==> src/ivt_pkg.sv <==
package ivt_pkg;

  localparam int ADDR_W = 12;
  localparam int DATA_W = 32;
  localparam int REG_W = 8;

  // register indices; byte address is four times the index
  localparam logic [7:0] IDX_VEC_LOW = 8'h33;
  localparam logic [7:0] IDX_TRAP_CTL = 8'h34;
  localparam logic [7:0] IDX_IRQ_STAT = 8'h40;
  localparam logic [7:0] IDX_IRQ_MASK = 8'h41;

  function automatic logic [ADDR_W-1:0] ivt_byte_addr(logic [7:0] idx);
    return {2'h0, idx, 2'h0};
  endfunction

  // vector low register layout
  localparam int VEC_HI_LSB = 5;
  localparam int VEC_HI_W = 3;
  localparam int VEC_LO_W = 5;
  localparam logic [VEC_HI_W-1:0] VEC_HI_RST = 3'h0;

  // trap and level control register layout
  localparam int TRAP_FLAG_BIT = 7;
  localparam int FETCH_POS_BIT = 6;
  localparam int LVL_N = 3;
  localparam logic [LVL_N-1:0] LVL_EN_RST = 3'h1;
  localparam logic FETCH_POS_SECOND = 1'b0;
  localparam logic FETCH_POS_THIRD = 1'b1;

  // sticky status and mask layout
  localparam int ST_W = 4;
  localparam int ST_TRAP = 0;
  localparam int ST_LVL0 = 1;
  localparam logic [ST_W-1:0] ST_RST = 4'h0;

  // prefix opcodes
  localparam logic [7:0] PFX_CB = 8'hCB;
  localparam logic [7:0] PFX_DD = 8'hDD;
  localparam logic [7:0] PFX_ED = 8'hED;
  localparam logic [7:0] PFX_FD = 8'hFD;

  localparam logic [15:0] TRAP_RESTART_ADDR = 16'h0000;

  typedef enum logic [1:0] {
    CK_CB,
    CK_ED,
    CK_IDX,
    CK_IDXCB
  } ivt_chk_kind_t;

endpackage

==> src/ivt_opcode_check.sv <==
`timescale 1ns/1ps
`default_nettype none
module ivt_opcode_check
  import ivt_pkg::*;
(
  // byte to classify and the prefix it follows
  input wire ivt_chk_kind_t kind,
  input wire logic [7:0] op,
  // high when the byte is not a defined opcode
  output logic undefined
);

  // second byte after the bit prefix: only the shift group 30-37 is missing
  function automatic logic undef_cb(logic [7:0] b);
    return (b[7:3] == 5'h06);
  endfunction

  // second byte after the extended prefix
  function automatic logic undef_ed(logic [7:0] b);
    logic r;
    r = 1'b1;
    if (b[7:6] == 2'h0) begin
      r = !((b[2:0] == 3'h0) || (b[2:0] == 3'h1) || (b[2:0] == 3'h4));
      if (b == 8'h30 || b == 8'h31) begin
        r = 1'b1;
      end
    end else if (b[7:6] == 2'h1) begin
      r = (b == 8'h4E) || (b == 8'h66) || (b == 8'h6E) ||
          (b == 8'h71) || (b == 8'h77) || (b == 8'h7F);
    end else if (b[7:6] == 2'h2) begin
      r = !((b[2] == 1'b0 && b[5] == 1'b1 && b[4:3] != 2'h3) ||
            (b[1:0] == 2'h3 && b[5] == 1'b0 && b[2] == 1'b0) ||
            (b[2:0] <= 3'h3 && b[5] == 1'b1));
    end
    return r;
  endfunction

  // second byte after an index prefix
  function automatic logic undef_idx(logic [7:0] b);
    logic r;
    r = 1'b1;
    case (b)
      8'h09, 8'h19, 8'h21, 8'h22, 8'h23, 8'h29, 8'h2A, 8'h2B,
      8'h34, 8'h35, 8'h36, 8'h39, 8'h46, 8'h4E, 8'h56, 8'h5E,
      8'h66, 8'h6E, 8'h70, 8'h71, 8'h72, 8'h73, 8'h74, 8'h75,
      8'h77, 8'h7E, 8'h86, 8'h8E, 8'h96, 8'h9E, 8'hA6, 8'hAE,
      8'hB6, 8'hBE, 8'hCB, 8'hE1, 8'hE3, 8'hE5, 8'hE9, 8'hF9: begin
        r = 1'b0;
      end
      default: begin
        r = 1'b1;
      end
    endcase
    return r;
  endfunction

  // third byte after an indexed bit prefix
  function automatic logic undef_idxcb(logic [7:0] b);
    return (b[2:0] != 3'h6) || (b == 8'h36);
  endfunction

  always_comb begin
    case (kind)
      CK_CB: undefined = undef_cb(op);
      CK_ED: undefined = undef_ed(op);
      CK_IDX: undefined = undef_idx(op);
      CK_IDXCB: undefined = undef_idxcb(op);
      default: undefined = 1'b0;
    endcase
  end

endmodule // ivt_opcode_check
`default_nettype wire

==> src/ivt_pin_sync.sv <==
`timescale 1ns/1ps
`default_nettype none
module ivt_pin_sync
  import ivt_pkg::*;
(
  // clock and reset
  input wire logic pclk,
  input wire logic presetn,
  // pins in, synchronised levels out
  input wire logic [LVL_N-1:0] pin_in,
  output logic [LVL_N-1:0] pin_sync
);

  typedef struct packed {
    logic [LVL_N-1:0] s1;
    logic [LVL_N-1:0] s2;
  } ivt_sync_state_t;

  ivt_sync_state_t q_r;
  ivt_sync_state_t q_nxt;

  ////////////////////////////////////////////////////////////////////////////
  // two stages per pin; only stage two is read outside
  always_comb begin
    q_nxt = q_r;
    q_nxt.s1 = pin_in;
    q_nxt.s2 = q_r.s1;
  end

  always_ff @(posedge pclk or negedge presetn) begin
    if (!presetn) begin
      q_r <= '0;
    end else begin
      q_r <= q_nxt;
    end
  end

  assign pin_sync = q_r.s2;

endmodule // ivt_pin_sync
`default_nettype wire

==> src/ivt_trap_ctrl.sv <==
// Notes on behaviour
// vector bits 7-5 come from register
// reset clears programmable vector bits
// undefined opcode fetch sets trap flag
// write zero clears flag, one ignored
// reset clears trap flag
// position bit: 0 second, 1 third
// level2/level1 enables gate external inputs
// level0 enable gates peripherals and input0
// reset: level0 enabled, others disabled
// trap ignores maskable interrupt enable flag
// trap also during mode-0 acknowledge fetch
// set flag first, then stack PC (flag and trap_push are set in the same cycle here)
// after stacking, restart at address 0000h
// check second byte after single prefix
// check third byte after double prefix
//
// Implementation choice: the APB interface to the registers.
`timescale 1ns/1ps
`default_nettype none
module ivt_trap_ctrl
  import ivt_pkg::*;
(
  // clock and reset
  input wire logic pclk,
  input wire logic presetn,
  // apb slave
  input wire logic psel,
  input wire logic penable,
  input wire logic pwrite,
  input wire logic [ADDR_W-1:0] paddr,
  input wire logic [DATA_W-1:0] pwdata,
  output logic [DATA_W-1:0] prdata,
  output logic pready,
  output logic pslverr,
  // interrupt pins
  input wire logic ext_irq_level0,
  input wire logic ext_irq_level1,
  input wire logic ext_irq_level2,
  // on-chip level-0 sources
  input wire logic serial_ctrl_irq,
  input wire logic counter_timer_irq,
  input wire logic printer_irq,
  // cpu fetch stream
  input wire logic fetch_valid,
  input wire logic ack0_mode0_fetch,
  input wire logic [7:0] fetch_byte,
  input wire logic maskable_irq_enable_flag,
  input wire logic stack_done,
  // vector synthesis
  input wire logic vec_req,
  input wire logic [VEC_LO_W-1:0] vec_src_code,
  output logic [REG_W-1:0] synth_vector,
  output logic synth_vector_valid,
  // level requests to the cpu
  output logic [LVL_N-1:0] irq_level_req,
  // trap sequence to the cpu
  output logic trap_req,
  output logic trap_push,
  output logic trap_restart,
  output logic [15:0] trap_restart_addr,
  // interrupt output
  output logic irq
);

  typedef enum logic [2:0] {
    PX_NONE,
    PX_CB,
    PX_ED,
    PX_DD,
    PX_FD,
    PX_IDXCB
  } ivt_pfx_t;

  typedef enum logic [1:0] {
    TS_IDLE,
    TS_PUSH,
    TS_JUMP
  } ivt_trap_st_t;

  typedef struct packed {
    ivt_pfx_t pfx;
    ivt_trap_st_t tst;
    logic [VEC_HI_W-1:0] vec_hi;
    logic trap_flag;
    logic fetch_byte_position;
    logic [LVL_N-1:0] lvl_en;
    logic [ST_W-1:0] stat;
    logic [ST_W-1:0] mask;
    logic [LVL_N-1:0] lvl_req;
    logic [REG_W-1:0] vec;
    logic vec_vld;
    logic trap_req;
    logic trap_push;
    logic trap_restart;
    logic [15:0] restart_addr;
    logic irq;
    logic pready;
    logic pslverr;
    logic [DATA_W-1:0] prdata;
  } ivt_state_t;

  ivt_state_t q_r;
  ivt_state_t q_nxt;

  ////////////////////////////////////////////////////////////////////////////
  // pin synchroniser and opcode classifier

  logic [LVL_N-1:0] pins_sync;
  ivt_chk_kind_t chk_kind;
  logic op_undef;

  // pins reach the level gate two edges late
  ivt_pin_sync u_sync (
    .pclk(pclk),
    .presetn(presetn),
    .pin_in({ext_irq_level2, ext_irq_level1, ext_irq_level0}),
    .pin_sync(pins_sync)
  );

  ivt_opcode_check u_check (
    .kind(chk_kind),
    .op(fetch_byte),
    .undefined(op_undef)
  );

  // prefix state picks the table for the next byte
  always_comb begin
    case (q_r.pfx)
      PX_CB: chk_kind = CK_CB;
      PX_ED: chk_kind = CK_ED;
      PX_IDXCB: chk_kind = CK_IDXCB;
      default: chk_kind = CK_IDX;
    endcase
  end

  ////////////////////////////////////////////////////////////////////////////
  // next state

  logic setup_ph;
  logic wr_acc;
  logic hit_vec;
  logic hit_trap;
  logic hit_stat;
  logic hit_mask;

  logic op_stb;
  logic trap_hit;

  logic [ST_W-1:0] events;
  logic [ST_W-1:0] w1c;
  logic [LVL_N-1:0] lvl_src;

  always_comb begin
    q_nxt = q_r;
    // a setup is new only while no answer stands
    setup_ph = psel && !penable && !q_r.pready;
    wr_acc = psel && penable && pwrite && q_r.pready;
    hit_vec = (paddr == ivt_byte_addr(IDX_VEC_LOW));
    hit_trap = (paddr == ivt_byte_addr(IDX_TRAP_CTL));
    hit_stat = (paddr == ivt_byte_addr(IDX_IRQ_STAT));
    hit_mask = (paddr == ivt_byte_addr(IDX_IRQ_MASK));
    // opcode bytes of normal fetches and of mode-0 acknowledge
    // refused while the trap sequence runs
    op_stb = (fetch_valid || ack0_mode0_fetch) &&
             (q_r.tst == TS_IDLE);
    trap_hit = 1'b0;
    events = '0;
    w1c = '0;

    // prefix tracking and trap detection, not gated by the
    // maskable enable flag
    // displacement bytes are never strobed in
    if (op_stb) begin
      case (q_r.pfx)
        PX_NONE: begin
          if (fetch_byte == PFX_CB) begin
            q_nxt.pfx = PX_CB;
          end else if (fetch_byte == PFX_ED) begin
            q_nxt.pfx = PX_ED;
          end else if (fetch_byte == PFX_DD) begin
            q_nxt.pfx = PX_DD;
          end else if (fetch_byte == PFX_FD) begin
            q_nxt.pfx = PX_FD;
          end
        end
        PX_CB, PX_ED: begin
          trap_hit = op_undef;
          q_nxt.fetch_byte_position = op_undef ?
            FETCH_POS_SECOND : q_r.fetch_byte_position;
          q_nxt.pfx = PX_NONE;
        end
        PX_DD, PX_FD: begin
          if (fetch_byte == PFX_CB) begin
            q_nxt.pfx = PX_IDXCB;
          end else begin
            trap_hit = op_undef;
            q_nxt.fetch_byte_position = op_undef ?
              FETCH_POS_SECOND : q_r.fetch_byte_position;
            q_nxt.pfx = PX_NONE;
          end
        end
        PX_IDXCB: begin
          trap_hit = op_undef;
          q_nxt.fetch_byte_position = op_undef ?
            FETCH_POS_THIRD : q_r.fetch_byte_position;
          q_nxt.pfx = PX_NONE;
        end
        default: begin
          q_nxt.pfx = PX_NONE;
        end
      endcase
    end

    // trap sequence: flag and push in the same cycle, then restart
    q_nxt.trap_req = 1'b0;
    q_nxt.trap_restart = 1'b0;
    case (q_r.tst)
      TS_IDLE: begin
        if (trap_hit) begin
          q_nxt.trap_req = 1'b1;
          q_nxt.trap_push = 1'b1;
          q_nxt.tst = TS_PUSH;
        end
      end
      TS_PUSH: begin
        if (stack_done) begin
          q_nxt.trap_push = 1'b0;
          q_nxt.trap_restart = 1'b1;
          q_nxt.restart_addr = TRAP_RESTART_ADDR;
          q_nxt.tst = TS_JUMP;
        end
      end
      TS_JUMP: begin
        // one cycle of jump, then bytes are taken again
        q_nxt.tst = TS_IDLE;
      end
      default: begin
        q_nxt.trap_push = 1'b0;
        q_nxt.tst = TS_IDLE;
      end
    endcase

    // flag: a set in the same cycle beats a software clear
    q_nxt.trap_flag = (q_r.trap_flag &&
      !(wr_acc && hit_trap && !pwdata[TRAP_FLAG_BIT])) ||
      trap_hit;

    // register writes; flag and position handled above
    if (wr_acc && hit_vec) begin
      q_nxt.vec_hi = pwdata[VEC_HI_LSB +: VEC_HI_W];
    end

    if (wr_acc && hit_trap) begin
      q_nxt.lvl_en = pwdata[LVL_N-1:0];
    end

    if (wr_acc && hit_mask) begin
      q_nxt.mask = pwdata[ST_W-1:0];
    end

    if (wr_acc && hit_stat) begin
      w1c = pwdata[ST_W-1:0];
    end

    // level gating; level 0 merges pin 0 with on-chip sources
    // on-chip sources share the clock; no sync needed
    lvl_src = pins_sync;
    lvl_src[0] = pins_sync[0] || serial_ctrl_irq ||
                 counter_timer_irq || printer_irq;
    q_nxt.lvl_req = lvl_src & q_r.lvl_en;

    // vector: programmable upper bits over the source code
    // valid copies the request, one cycle behind it
    q_nxt.vec_vld = vec_req;
    if (vec_req) begin
      q_nxt.vec = {q_r.vec_hi, vec_src_code};
    end

    // sticky events; set beats write-one clear
    // rising edges only, so a held source sets once
    events[ST_TRAP] = trap_hit;
    events[ST_LVL0 +: LVL_N] = q_nxt.lvl_req & ~q_r.lvl_req;
    q_nxt.stat = (q_r.stat & ~w1c) | events;
    q_nxt.irq = |(q_nxt.stat & q_nxt.mask);

    // apb: answer in the cycle after setup
    // unmapped: error with ready, zero data, write dropped
    q_nxt.pready = setup_ph;
    q_nxt.pslverr = 1'b0;
    if (setup_ph) begin
      q_nxt.pslverr = !(hit_vec || hit_trap || hit_stat || hit_mask);
      q_nxt.prdata = '0;
      if (hit_vec) begin
        q_nxt.prdata[VEC_HI_LSB +: VEC_HI_W] = q_r.vec_hi;
      end else if (hit_trap) begin
        q_nxt.prdata[TRAP_FLAG_BIT] = q_r.trap_flag;
        q_nxt.prdata[FETCH_POS_BIT] = q_r.fetch_byte_position;
        q_nxt.prdata[LVL_N-1:0] = q_r.lvl_en;
      end else if (hit_stat) begin
        q_nxt.prdata[ST_W-1:0] = q_r.stat;
      end else if (hit_mask) begin
        q_nxt.prdata[ST_W-1:0] = q_r.mask;
      end
    end
  end

  ////////////////////////////////////////////////////////////////////////////
  // state register
  // named reset values laid over the zero fill

  always_ff @(posedge pclk or negedge presetn) begin
    if (!presetn) begin
      q_r <= '0;
      q_r.pfx <= PX_NONE;
      q_r.tst <= TS_IDLE;
      q_r.vec_hi <= VEC_HI_RST;
      q_r.trap_flag <= 1'b0;
      q_r.fetch_byte_position <= FETCH_POS_SECOND;
      q_r.lvl_en <= LVL_EN_RST;
      q_r.stat <= ST_RST;
      q_r.mask <= ST_RST;
      q_r.restart_addr <= TRAP_RESTART_ADDR;
    end else begin
      q_r <= q_nxt;
    end
  end

  ////////////////////////////////////////////////////////////////////////////
  // outputs
  // each one straight from the state register

  assign prdata = q_r.prdata;
  assign pready = q_r.pready;
  assign pslverr = q_r.pslverr;
  assign synth_vector = q_r.vec;
  assign synth_vector_valid = q_r.vec_vld;
  assign irq_level_req = q_r.lvl_req;
  assign trap_req = q_r.trap_req;
  assign trap_push = q_r.trap_push;
  assign trap_restart = q_r.trap_restart;
  assign trap_restart_addr = q_r.restart_addr;
  assign irq = q_r.irq;

endmodule // ivt_trap_ctrl
`default_nettype wire

==> config.mk <==
export PLATFORM = sky130hd
export DESIGN_NAME = ivt_trap_ctrl
export DESIGN_NICKNAME = d
export VERILOG_FILES = /design/src/ivt_pkg.sv /design/src/ivt_opcode_check.sv /design/src/ivt_pin_sync.sv /design/src/ivt_trap_ctrl.sv
export SDC_FILE = /design/constraint.sdc
export NUM_CORES = 1
export LEC_CHECK = 0
export BUFFER_PORTS_ARGS = -buffer_cell sky130_fd_sc_hd__buf_4
export CORE_MARGIN = 4
export CORE_UTILIZATION = 43
export CTS_CLUSTER_DIAMETER = 40
export DETAILED_ROUTE_END_ITERATION = 8
export PLACE_DENSITY = 0.78
export SYNTH_ARGS = -nofsm -noshare
export SYNTH_HDL_FRONTEND = slang
export SYNTH_SLANG_ARGS = --single-unit
==> constraint.sdc <==
create_clock -name pclk -period 2 [get_ports pclk]
set_input_delay 0.2 -clock pclk [delete_from_list [all_inputs] [get_ports pclk]]
set_output_delay 0.2 -clock pclk [all_outputs]
set_load 0.05 [all_outputs]
After elaboration in Yosys (flattened, before gate mapping)

Index checks and enable logic that the tools add are counted.

Bitwise operators: 10
Equal/unequal tests: 73
Magnitude comparators: 1
Mux-type cells: 39
Reduce and logical (&&, ||, !) cells: 58

Operators with widths:

| cell                                                 | number |
|---|---|
| equality test 8 bit, second input constant           | 17 |
| equality test 8 x 7 -> 1 bit, second input constant  | 15 |
| equality test 8 x 6 -> 1 bit, second input constant  | 12 |
| OR reduction 40 bit                                  | 1 |
| 2-to-1 mux 33 bit                                    | 1 |
| equality test 12 x 8 -> 1 bit, second input constant | 2 |
| equality test 12 x 9 -> 1 bit, second input constant | 2 |
| 2-to-1 mux 4 bit                                     | 5 |
| logical OR 1 bit                                     | 19 |
| 2-to-1 mux 18 bit                                    | 1 |
| 2-to-1 mux 3 bit                                     | 6 |
| logical AND 1 bit                                    | 17 |
| 2-to-1 mux 17 bit                                    | 1 |
| 2-to-1 mux 1 bit                                     | 13 |
| equality test 2 bit, second input constant           | 5 |
| 2-to-1 mux 2 bit                                     | 5 |
| != test 2 bit, second input constant                 | 5 |
| equality test 3 bit, second input constant           | 3 |
| bitwise AND 4 bit                                    | 2 |
| equality test 8 x 4 -> 1 bit, second input constant  | 1 |
| equality test 8 x 5 -> 1 bit, second input constant  | 1 |
| zero test 1 bit                                      | 7 |
| bitwise AND 3 bit                                    | 2 |
| equality test 2 x 1 -> 1 bit, second input constant  | 3 |
| other kinds (25)                                     | 35 |

Output and inout bits: 66
Logic and storage cells: 201
Register bits: 52
Input bits: 73

Depth between registers and ports, before layout

Gate-level depths: netlist of run 1.

Depth in word-level cells: 16
Depth in mapped cells: 8
Mapped depth without buffers: 6

Cells and area by module

From an unflattened synthesis of run 1, not the netlist that was laid out.

Cell total of the unflattened synthesis: 317
Area, all modules: 3133.0 um^2

By module, submodules not included:

| module           | cells each | times used | area each (um^2) |
|---|---|---|---|
| ivt_trap_ctrl    | 247        | 1          | 2613.8 |
| ivt_opcode_check | 64         | 1          | 369.1 |
| ivt_pin_sync     | 6          | 1          | 150.1 |

Worst setup path after synthesis of run 1

Ideal clock, no wire load.

Kind: reg2reg
Start: register q_r (netlist bit pready)
End: register q_r (netlist bit irq)
Buffers on the path: 0
Setup slack: -0.172 ns
Data arrival time: 2.048 ns
Clock period less this slack: 2.172 ns
Data required time: 1.876 ns
Setup time: 0.124 ns
Stages on the path, launching flop included: 6
Path through: dfrtp_1 -> nand4_1 -> nor3_2 -> mux2_2 -> a32o_1 -> a211o_1

RTL lines:

| element                | line                 | text |
|---|---|---|
| from (decl)            | ivt_trap_ctrl.sv:103 | `ivt_state_t q_r;` |
| from (signal assigned) | ivt_trap_ctrl.sv:325 | `q_r <= q_nxt;` |

==> impl_metrics.py, run 1 <==
metrics = {
    "synthesis": {
        "synth_top_cell_area_share": 0.417,
        "netlist_area_um2": 3060,
        "ys_seq_elements": 52,
        "ys_warn_count": 0,
        "synth_cells": 300,
        "synth_ff_type": "dfrtp_1",
        "synth_top_family_by_area": "buffers and inverters",
        "synth_edf_count": 0,
        "synth_xor_area_frac": 0.00286,
        "yosysTopAreaCell": "dfrtp_1",
        "yosysUniqueCellTypes": 61,
        "synth_seq_area_share": 0.426,
        "synthAdderAreaFrac": 0.00368,
        "synth-compound-area-share": 0.124,
        "yosys.area_share.simple": 0.174,
        "synth.avg_cell_area_um2": 10.2,
        "synthMuxAreaShare": 0.0794,
        "synthArstFlopShare": 1.00,
        "yosys-top-cells-area": "dfrtp_1 (42%), buf_4 (15%), mux2_2 (5.9%), a21oi_1 (2.1%), nand2_1 (1.8%)",
    },
    "floorplanning": {
        "initial_core_util": 0.445,
        "row_count": 30,
        "design.portCount": 139,
        "die-area_um2": 8520,
        "die_x_um": 92.3,
        "core_um2": 6870,
        "die_y_um": 92.3,
    },
    "min_path": {
        "hp-class": "in2reg",
        "holdPathEnd": "synth_vector_valid$_DFF_PN0_",
        "hold_depth": 1,
        "hold_path_startpoint": "vec_req",
    },
    "cells_and_area": {
        "drive_above_1_share": 0.345,
        "syn2layout_area_growth_pct": 18.7,
        "final_cell_area_um2": 3630,
        "nets": 443,
        "fillCellCount": 619,
        "antenna_cells": 0,
    },
    "placement": {
        "post-place-ws_ns": -0.0870,
        "portBuffers": 71,
        "dp_hpwl_um": 4780,
        "place_area_um2": 3500,
        "gp_congestion": 0.918,
    },
    "worst_setup_path": {
        "cp_max_fo": 4,
        "crit_path_max_incr_delay_ns": 0.38,
        "path_buf_inv": 1,
        "required_ns": 2.19,
        "r2r_cells": 6,
        "reg2reg_slack_ns": 0.23,
        "regToRegEndpoint": "irq$_DFF_PN0_",
        "path_cells": "nand4_1 -> nor3_2 -> buf_4 -> mux2_2 -> a22o_1 -> a211o_1",
        "startpoint_type": "flip-flop",
        "critPathArrivalTime_ns": 1.96,
        "crit_path_end_kind": "flip-flop",
        "crit_slowest_cell": "dfrtp_2",
        "crit_type": "reg2reg",
        "worst_path_dominant_cell_family": "compound AO/OA/AOI/OAI gates",
        "r2r-start": "pready$_DFF_PN0_",
    },
    "timing": {
        "hold_viol": 0,
        "period_needed_ns": 1.77,
        "fmax_mhz": 566,
        "finalCritPeriodShare": 0.883,
        "rsz0062_at_grt": "false",
        "finalMaxSlewViolations": 0,
        "slew-limit-headroom": 0.578,
        "setup_viol": 0,
        "skew_ns": 0.0108,
        "worst_slew_pin_slew_ns": 0.633,
        "setup_slack_ns": 0.234,
    },
    "clock_network": {
        "cts_buffers": 5,
        "post_cts_buffers": 0,
        "cts_tree": "built",
        "cts.sinks": 52,
        "clk_path_buf_depth": 2,
        "h-tree-depth": 2,
        "clkSlewWorstSetupHoldPaths_ns": 0.10,
        "root_buffer": "clkbuf_8",
        "clk_latency_ns": 0.31,
    },
    "power_and_ir_drop": {
        "leakage_nw": 1.85,
        "max-vdd-ir-drop_mv": 0.257,
        "p_per_area_nw_per_um2": 695,
    },
    "routing": {
        "drtPass1Iterations": 4,
        "drt_first_iter_violations": 74,
        "ant_nets": 0,
        "drt-total-wl_um": 6200,
        "viasPerCell": 4.82,
        "dr_total_vias": 2253,
        "routedWlPerCell_um": 13.3,
        "drc": 0,
    },
    "grt": {
        "grt_usage": 0.144,
        "antenna_found_initial": 0,
        "grt_first_pass_wirelength_um": 9960,
        "gr-total-overflow": 0,
        "grt_max_degree": 53,
        "grt_pass1_vias": 2171,
    },
    "job": {
        "maxCapViolCount": 0,
    },
    "status": {
        "status": "finished, final reports clean",
    },
}
routing by layer:
layer	routed length, um	track usage
met1	2510	0.170
met2	3260	0.254
met3	344	0.0309
met4	85	0.0557
met5	0	0
how the worst max path moves through the flow:
| stage | to | slack, ns | from | depth (start not counted) |
|---|---|---|---|---|
| floorplan | irq$_DFF_PN0_ | 0.009 | pready$_DFF_PN0_ | 5 |
| global placement | irq$_DFF_PN0_ | -0.05 | paddr[1] | 8 |
| detailed placement | irq$_DFF_PN0_ | -0.09 | paddr[1] | 8 |
| CTS | irq$_DFF_PN0_ | 0.14 | q_r[84]$_DFFE_PN0P_ | 7 |
| global route | irq$_DFF_PN0_ | 0.1 | q_r[84]$_DFFE_PN0P_ | 7 |
| finish | irq$_DFF_PN0_ | 0.23 | pready$_DFF_PN0_ | 6 |
area by class of cell:
cell class                      instances  area, um^2  share of cell area
Clock buffer                            5        68.8              0.0190
Clock inverter                          3        21.3             0.00586
Inverter                               12        45.0              0.0124
Multi-Input combinational cell        202        1330               0.367
Sequential cell                        52        1300               0.359
Tap cell                               96         120              0.0331
Timing Repair Buffer                   97         738               0.203
Yosys cell counts (all sizes together), types with 2 or more instances:
master	count
o21bai	3
mux2	18
o211ai	2
a211o	2
nand2b	3
nor3b	4
a22oi	2
and4b	3
and3	3
a21o	3
o21ai	10
nor4	3
nor2b	5
o22ai	2
and3b	5
buf	67
a2111oi	2
nand2	15
nor2	14
o21a	3
or3	2
a22o	2
nor3	4
o41ai	3
nand4	6
a21oi	13
mux2i	4
clkbuf	7
inv	12
nand3b	2
nand3	6
dfrtp	51
layout by cell type, fill, tap and decap left out, types with 2 or more instances in the layout:
cell and count:
mux2i_1 4, nand2b_1 3, mux2_2 16, nor3_1 3
o211ai_1 2, nand3_1 6, dlygate4sd3_1 4, buf_4 93
o22ai_1 2, a22oi_1 2, conb_1 41, nor3b_1 4
and3_1 3, nand2_1 15, mux2_1 2, a22o_1 2
o21bai_1 3, nand4_1 6, clkbuf_8 5, o21ai_0 6
a21o_1 3, and3b_1 5, and4b_1 2, o21ai_1 4
nand3b_1 2, o41ai_1 2, or3_1 2, nor4_1 2
nor2_1 14, dfrtp_1 50, nor2b_1 5, inv_1 11
a211o_1 2, o21a_1 3, a21oi_1 13
sequential cells by signal, indices dropped and copies added (netlist names):
| signal | count |
|---|---|
| synth_vector | 8 |
| q_r | 21 |
| irq | 1 |
| trap_req | 1 |
| trap_push | 1 |
| u_sync.pin_sync | 3 |
| pready | 1 |
| trap_restart | 1 |
| synth_vector_valid | 1 |
| pslverr | 1 |
| prdata | 7 |
| irq_level_req | 3 |
| u_sync.q_nxt | 3 |
metrics by stage:
stage	std cells	utilization	setup TNS, ns	hold slack [ns]	power (W)
6_report	467	0.529	0	0.0836	0.00252
5_1_grt	467	0.529	0	0.0706	0.00266
4_1_cts	467	0.528	0	0.0780	0.00255
3_5_place_dp	455	0.509	-0.0870	0.270	0.00194
3_3_place_gp	455	0.509	-0.0477	0.266	0.00192
2_1_floorplan	340	-	0	-0.0956	0.00180
repair_timing:
action,4_1_cts,5_1_grt
hold buffers,4,0
gates resized for setup,0,1
endpoints found under the setup margin,0,3
endpoints found under the hold margin,54,0
cell families (layout without fill, tap and decap cells):
logic type      count (synthesis)  in the layout
flops                          52             52
buf+inv                        86            117
compound gates                 55             55
xor+xnor                        1              1
other cells                     1             41
simple gates                   82             82
mux                            22             22
fa+ha+maj                       1              1
report_power, final:
| group | internal [W] | leakage (nW) | total (W) | switching (W) |
|---|---|---|---|---|
| combinational | 0.000235 | 1.14 | 0.000736 | 0.000501 |
| sequential | 0.00114 | 0.660 | 0.00119 | 0.0000514 |
| clock | 0.000249 | 0.0445 | 0.000598 | 0.000349 |
| total | 0.00162 | 1.85 | 0.00252 | 0.000902 |
(Power assumes the default switching activity.)
==> run 2, diff against run 1 <==
- BUFFER_PORTS_ARGS: -buffer_cell sky130_fd_sc_hd__buf_4 -> default
- CORE_UTILIZATION: 43 -> 57
- DONT_BUFFER_PORTS: default -> 1
- PLACE_DENSITY: 0.78 -> 0.75
==> run 2 against run 1 <==
Clock-buffer cell count increased by 1; die area decreased by 23%; first-iteration DRC count increased by 4.1%; clock skew decreased by 0.0058 ns; critical path type unchanged; utilization increased by 6.7 points; largest cell class unchanged; flip-flop and latch count unchanged; hold slack got worse by 0.049 ns.
==> impl_metrics.py, run 2 (synthesized netlist as in run 1, its figures left out) <==
metrics = {
    "status": {
        "status": "finished, final reports clean",
    },
    "cells_and_area": {
        "regMostFlops": "q_r",
        "largest_reg_flops": 21,
        "syn2layout_area_growth_pct": 0.0408,
        "fillCellCount": 455,
        "nets": 369,
        "drive_above_1_share": 0.172,
        "seqCellArea_um2": 1300,
        "final_cell_mix": "dfrtp_1 (50), conb_1 (41), buf_4 (17)",
        "layout_commonest_cell": "dfrtp_1",
        "antenna_cells": 0,
        "multi_input_area_um2": 1330,
        "post-route-util": 0.595,
    },
    "worst_setup_path": {
        "r2r_cells": 7,
        "path_cells": "nor2b_1 -> a211oi_1 -> o211ai_1 -> a2111oi_1 -> o21a_1 -> buf_4 -> a211o_1",
        "crit_type": "reg2reg",
        "crit_path_max_incr_delay_ns": 0.40,
        "required_ns": 2.24,
        "crit_slowest_cell": "dfrtp_1",
        "cp_max_fo": 3,
        "path_buf_inv": 1,
        "crit_path_end_kind": "flip-flop",
        "critPathArrivalTime_ns": 2.09,
        "path_depth": 7,
        "startpoint_type": "flip-flop",
        "worst_path_dominant_cell_family": "compound AO/OA/AOI/OAI gates",
    },
    "floorplanning": {
        "die_x_um": 81.2,
        "die_y_um": 81.2,
        "row_count": 26,
        "initial_core_util": 0.595,
        "core_um2": 5140,
        "design.portCount": 139,
        "die-area_um2": 6600,
    },
    "clock_network": {
        "cts_buffers": 5,
        "post_cts_resized": 0,
        "clkSlewWorstSetupHoldPaths_ns": 0.09,
        "clk_latency_ns": 0.30,
        "root_buffer": "clkbuf_8",
        "clk_path_buf_depth": 2,
        "holdBufCountCts": 6,
        "post_cts_buffers": 0,
        "cts.sinks": 52,
        "h-tree-depth": 2,
        "cts_tree": "built",
    },
    "routing": {
        "drc": 0,
        "viasPerCell": 5.36,
        "routedWlPerCell_um": 14.7,
        "ant_nets": 0,
        "drt-total-wl_um": 5410,
        "drtPass1Iterations": 4,
        "drt_first_iter_violations": 77,
        "dr_total_vias": 1966,
    },
    "grt": {
        "grt_first_pass_wirelength_um": 8470,
        "grt_pass1_vias": 1823,
        "grt_usage": 0.165,
        "antenna_found_initial": 0,
        "grt_max_degree": 53,
        "gr-total-overflow": 0,
    },
    "power_and_ir_drop": {
        "max-vdd-ir-drop_mv": 0.369,
        "finalPower_w": 0.00232,
        "p_per_area_nw_per_um2": 757,
        "leakage_nw": 1.49,
    },
    "timing": {
        "finalMaxSlewViolations": 0,
        "fin_setup_tns_ns": 0,
        "whs_ns": 0.0342,
        "skew_ns": 0.00507,
        "period_needed_ns": 1.85,
        "finalCritPeriodShare": 0.923,
        "setup_viol": 0,
        "rsz0062_at_grt": "false",
        "hold_viol": 0,
        "fmax_mhz": 542,
    },
    "job": {
        "maxCapViolCount": 0,
    },
    "placement": {
        "portBuffers": 0,
        "gp_congestion": 0.795,
        "dp_hpwl_um": 4060,
    },
    "min_path": {
        "hp-class": "in2reg",
        "hold_depth": 1,
    },
}
[run 2: cell count changes in the layout (fill, tap and decap cells not counted)]
cell           delta
clkinv_2          -1
clkbuf_1          +1
inv_6             -1
buf_4            -76
clkinv_4          +1
a2111oi_1         +1
a2111oi_2         -1
dlygate4sd3_1     +1
buf_16            +1
[run 2: worst reg2reg max path, delay by kind of cell (launching register included)]
family	cells	cell delay, ns
flip-flops	1	0.40
AND/OR/NAND/NOR	1	0.15
AO/OA/AOI/OAI	5	1.10
buffers and inverters	1	0.14
[run 2: cell type report]
type                       instances  share of cell area
inverter                          12              0.0147
clock buffer                       6              0.0237
tap                               70              0.0286
timing repair buffer              23              0.0671
clock inverter                     2             0.00532
multi-input combinational        202               0.434
sequential                        52               0.426
[run 2: path summary, 6_finish.rpt]
| check | startpoint | endpoint | slack (ns) |
|---|---|---|---|
| max in group asynchronous | presetn | q_r[74]$_DFFE_PN1P_ | 1.29 |
| min in group asynchronous | presetn | q_r[76]$_DFFE_PN0P_ | 0.44 |
| worst max register to register | q_r[84]$_DFFE_PN0P_ | irq$_DFF_PN0_ | 0.15 |
| worst min register to register | u_sync.q_nxt[0]$_DFF_PN0_ | u_sync.pin_sync[0]$_DFF_PN0_ | 0.36 |
| worst min-delay path | pwdata[2] | q_r[76]$_DFFE_PN0P_ | 0.03 |
| worst max-delay path | q_r[84]$_DFFE_PN0P_ | irq$_DFF_PN0_ | 0.15 |
[run 2: power by group]
| group | total, W | internal, W | switching (W) |
|---|---|---|---|
| Combinational | 0.000398 | 0.000122 | 0.000277 |
| Clock | 0.000578 | 0.000249 | 0.000329 |
| Sequential | 0.00134 | 0.00113 | 0.000205 |
[run 2: per-layer routing]
| layer | global-route usage | share of wire |
|---|---|---|
| met3 | 0.0521 | 0.083 |
| met2 | 0.269 | 0.49 |
| met5 | 0 | 0 |
| met1 | 0.206 | 0.41 |
| met4 | 0.0608 | 0.013 |
[run 2: stage by stage]
stage               worst slack (ns)  cells  area (um^2)
global placement              0.0763    353         2890
CTS                            0.105    367         3060
global route                  0.0480    367         3060
finish                         0.154    367         3060
floorplan                    0.00876    340         3210
detailed placement            0.0698    353         2890
==> run 3, diff against run 2 <==
- CELL_PAD_IN_SITES_DETAIL_PLACEMENT: default -> 0
- CELL_PAD_IN_SITES_GLOBAL_PLACEMENT: default -> 2
- CORE_UTILIZATION: 57 -> 33
- PLACE_DENSITY: 0.75 -> default
- PLACE_DENSITY_LB_ADDON: default -> 0.1
==> run 3 against run 2 <==
Flip-flop and latch count is the same; global-route usage shrank 4.9 points; setup slack gained 0.094 ns; critical path depth shrank 1; clock skew grew 0.0018 ns; combinational power grew 2%; register-to-register slack gained 0.09 ns; total power grew 6.6%; via count grew 0.41%; clock-buffer cell count is the same; final area grew 2.5%; sequential share of layout area shrank 1.0 points; critical path type unchanged; largest power group unchanged.
==> impl_metrics.py, run 3 (synthesized netlist as in run 1, its figures left out) <==
metrics = {
    "status": {
        "status": "finished, final reports clean",
    },
    "routing": {
        "dr_total_vias": 1974,
        "drtPass1Iterations": 4,
        "ant_nets": 0,
        "routedWlPerCell_um": 15.6,
        "drt-total-wl_um": 6310,
        "drc": 0,
        "viasPerCell": 4.87,
        "drt_first_iter_violations": 101,
    },
    "timing": {
        "period_needed_ns": 1.75,
        "fmax_mhz": 571,
        "finalMaxSlewViolations": 0,
        "setup_slack_ns": 0.248,
        "fin_setup_tns_ns": 0,
        "skew_ns": 0.00689,
        "finalCritPeriodShare": 0.876,
        "setup_viol": 0,
        "rsz0062_at_grt": "false",
        "hold_viol": 0,
    },
    "clock_network": {
        "cts.sinks": 52,
        "clk_latency_ns": 0.30,
        "clk_path_buf_depth": 2,
        "clkSlewWorstSetupHoldPaths_ns": 0.09,
        "cts_tree": "built",
        "cts_buffers": 5,
        "post_cts_buffers": 0,
        "h-tree-depth": 2,
        "root_buffer": "clkbuf_8",
    },
    "worst_setup_path": {
        "required_ns": 2.19,
        "critPathArrivalTime_ns": 1.94,
        "startpoint_type": "flip-flop",
        "crit_path_end_kind": "flip-flop",
        "worst_path_dominant_cell_family": "compound AO/OA/AOI/OAI gates",
        "path_buf_inv": 1,
        "crit_path_max_incr_delay_ns": 0.36,
        "crit_slowest_cell": "dfrtp_2",
        "crit_type": "reg2reg",
        "path_depth": 6,
        "r2r_cells": 6,
        "path_cells": "nand4_1 -> nor3_2 -> buf_4 -> mux2_2 -> a22o_1 -> a211o_1",
        "cp_max_fo": 4,
    },
    "floorplanning": {
        "initial_core_util": 0.346,
        "core_um2": 8850,
        "die_x_um": 104,
        "die_y_um": 104,
        "die-area_um2": 10900,
        "design.portCount": 139,
        "row_count": 34,
    },
    "cells_and_area": {
        "syn2layout_area_growth_pct": 2.50,
        "antenna_cells": 0,
        "largest_reg_flops": 21,
        "fillCellCount": 947,
        "multi_input_area_um2": 1330,
        "final_cell_mix": "dfrtp_1 (50), conb_1 (41), buf_4 (17)",
        "post-route-util": 0.354,
        "layout_commonest_cell": "dfrtp_1",
        "seqCellArea_um2": 1300,
        "nets": 369,
        "regMostFlops": "q_r",
        "drive_above_1_share": 0.175,
    },
    "grt": {
        "antenna_found_initial": 0,
        "grt_usage": 0.116,
        "grt_first_pass_wirelength_um": 10400,
        "gr-total-overflow": 0,
        "grt_pass1_vias": 1937,
        "grt_max_degree": 53,
    },
    "placement": {
        "post-place-ws_ns": 0.0265,
        "gp_congestion": 0.709,
        "dp_hpwl_um": 4750,
        "portBuffers": 0,
    },
    "min_path": {
        "hp-class": "in2reg",
        "hold_depth": 1,
    },
    "power_and_ir_drop": {
        "leakage_nw": 1.50,
        "max-vdd-ir-drop_mv": 0.251,
        "p_per_area_nw_per_um2": 788,
    },
    "job": {
        "maxCapViolCount": 0,
    },
}
==> run 3: worst paths after layout <==
| check | startpoint | to | slack (ns) |
|---|---|---|---|
| setup / recovery | pready$_DFF_PN0_ | irq$_DFF_PN0_ | 0.25 |
| hold / removal | pwdata[5] | q_r[79]$_DFFE_PN0P_ | 0.04 |
| setup reg to reg | pready$_DFF_PN0_ | irq$_DFF_PN0_ | 0.25 |
| hold reg to reg | u_sync.q_nxt[1]$_DFF_PN0_ | u_sync.pin_sync[1]$_DFF_PN0_ | 0.36 |
| max in group asynchronous | presetn | q_r[74]$_DFFE_PN1P_ | 1.31 |
| min in group asynchronous | presetn | prdata[5]$_DFFE_PN0P_ | 0.41 |
==> run 3: per-stage QoR <==
step,total power [W],area [um^2],cells,hold WS [ns]
6_report,0.00247,3130,405,0.0445
4_1_cts,0.00251,3130,405,0.0285
3_3_place_gp,0.00173,2940,391,-0.0936
2_1_floorplan,0.00180,3210,340,-0.0956
5_1_grt,0.00260,3130,405,0.0148
3_5_place_dp,0.00173,2940,391,-0.0934
==> run 3: final cells by class <==
| type | instances | share of cell area |
|---|---|---|
| clock buffer | 6 | 0.0232 |
| sequential | 52 | 0.416 |
| tap | 108 | 0.0431 |
| multi-input combinational | 202 | 0.426 |
| clock inverter | 2 | 0.0124 |
| inverter | 12 | 0.0144 |
| timing repair buffer | 23 | 0.0655 |
==> run 3: layer usage <==
layer | vias to the layer above | GRT usage | routed length [um]
met3 | 6 | 0.0385 | 502
met2 | 80 | 0.194 | 3120
li1 | 944 | - | -
met5 | - | 0 | 0
met1 | 944 | 0.139 | 2590
met4 | 0 | 0.0399 | 92
==> run 3: timing repair <==
| action | in CTS | in global routing |
|---|---|---|
| resized for setup | 0 | 1 |
| endpoints found under the hold margin | 56 | 0 |
| setup endpoints to repair | 0 | 7 |
| hold buffers | 6 | 0 |
==> run 3: worst register-to-register path, stage by stage, from the launching register on <==
cell and delay [ns]:
dfrtp_2 0.36, nand4_1 0.14, nor3_2 0.15, buf_4 0.17
mux2_2 0.35, a22o_1 0.22, a211o_1 0.26
==> run 3: where the power goes <==
| group | leakage [nW] | total, W | switching, W | internal, W |
|---|---|---|---|---|
| Sequential | 0.660 | 0.00134 | 0.000207 | 0.00113 |
| Combinational | 0.786 | 0.000404 | 0.000281 | 0.000123 |
| Clock | 0.0558 | 0.000724 | 0.000345 | 0.000378 |
| Total | 1.50 | 0.00247 | 0.000834 | 0.00164 |
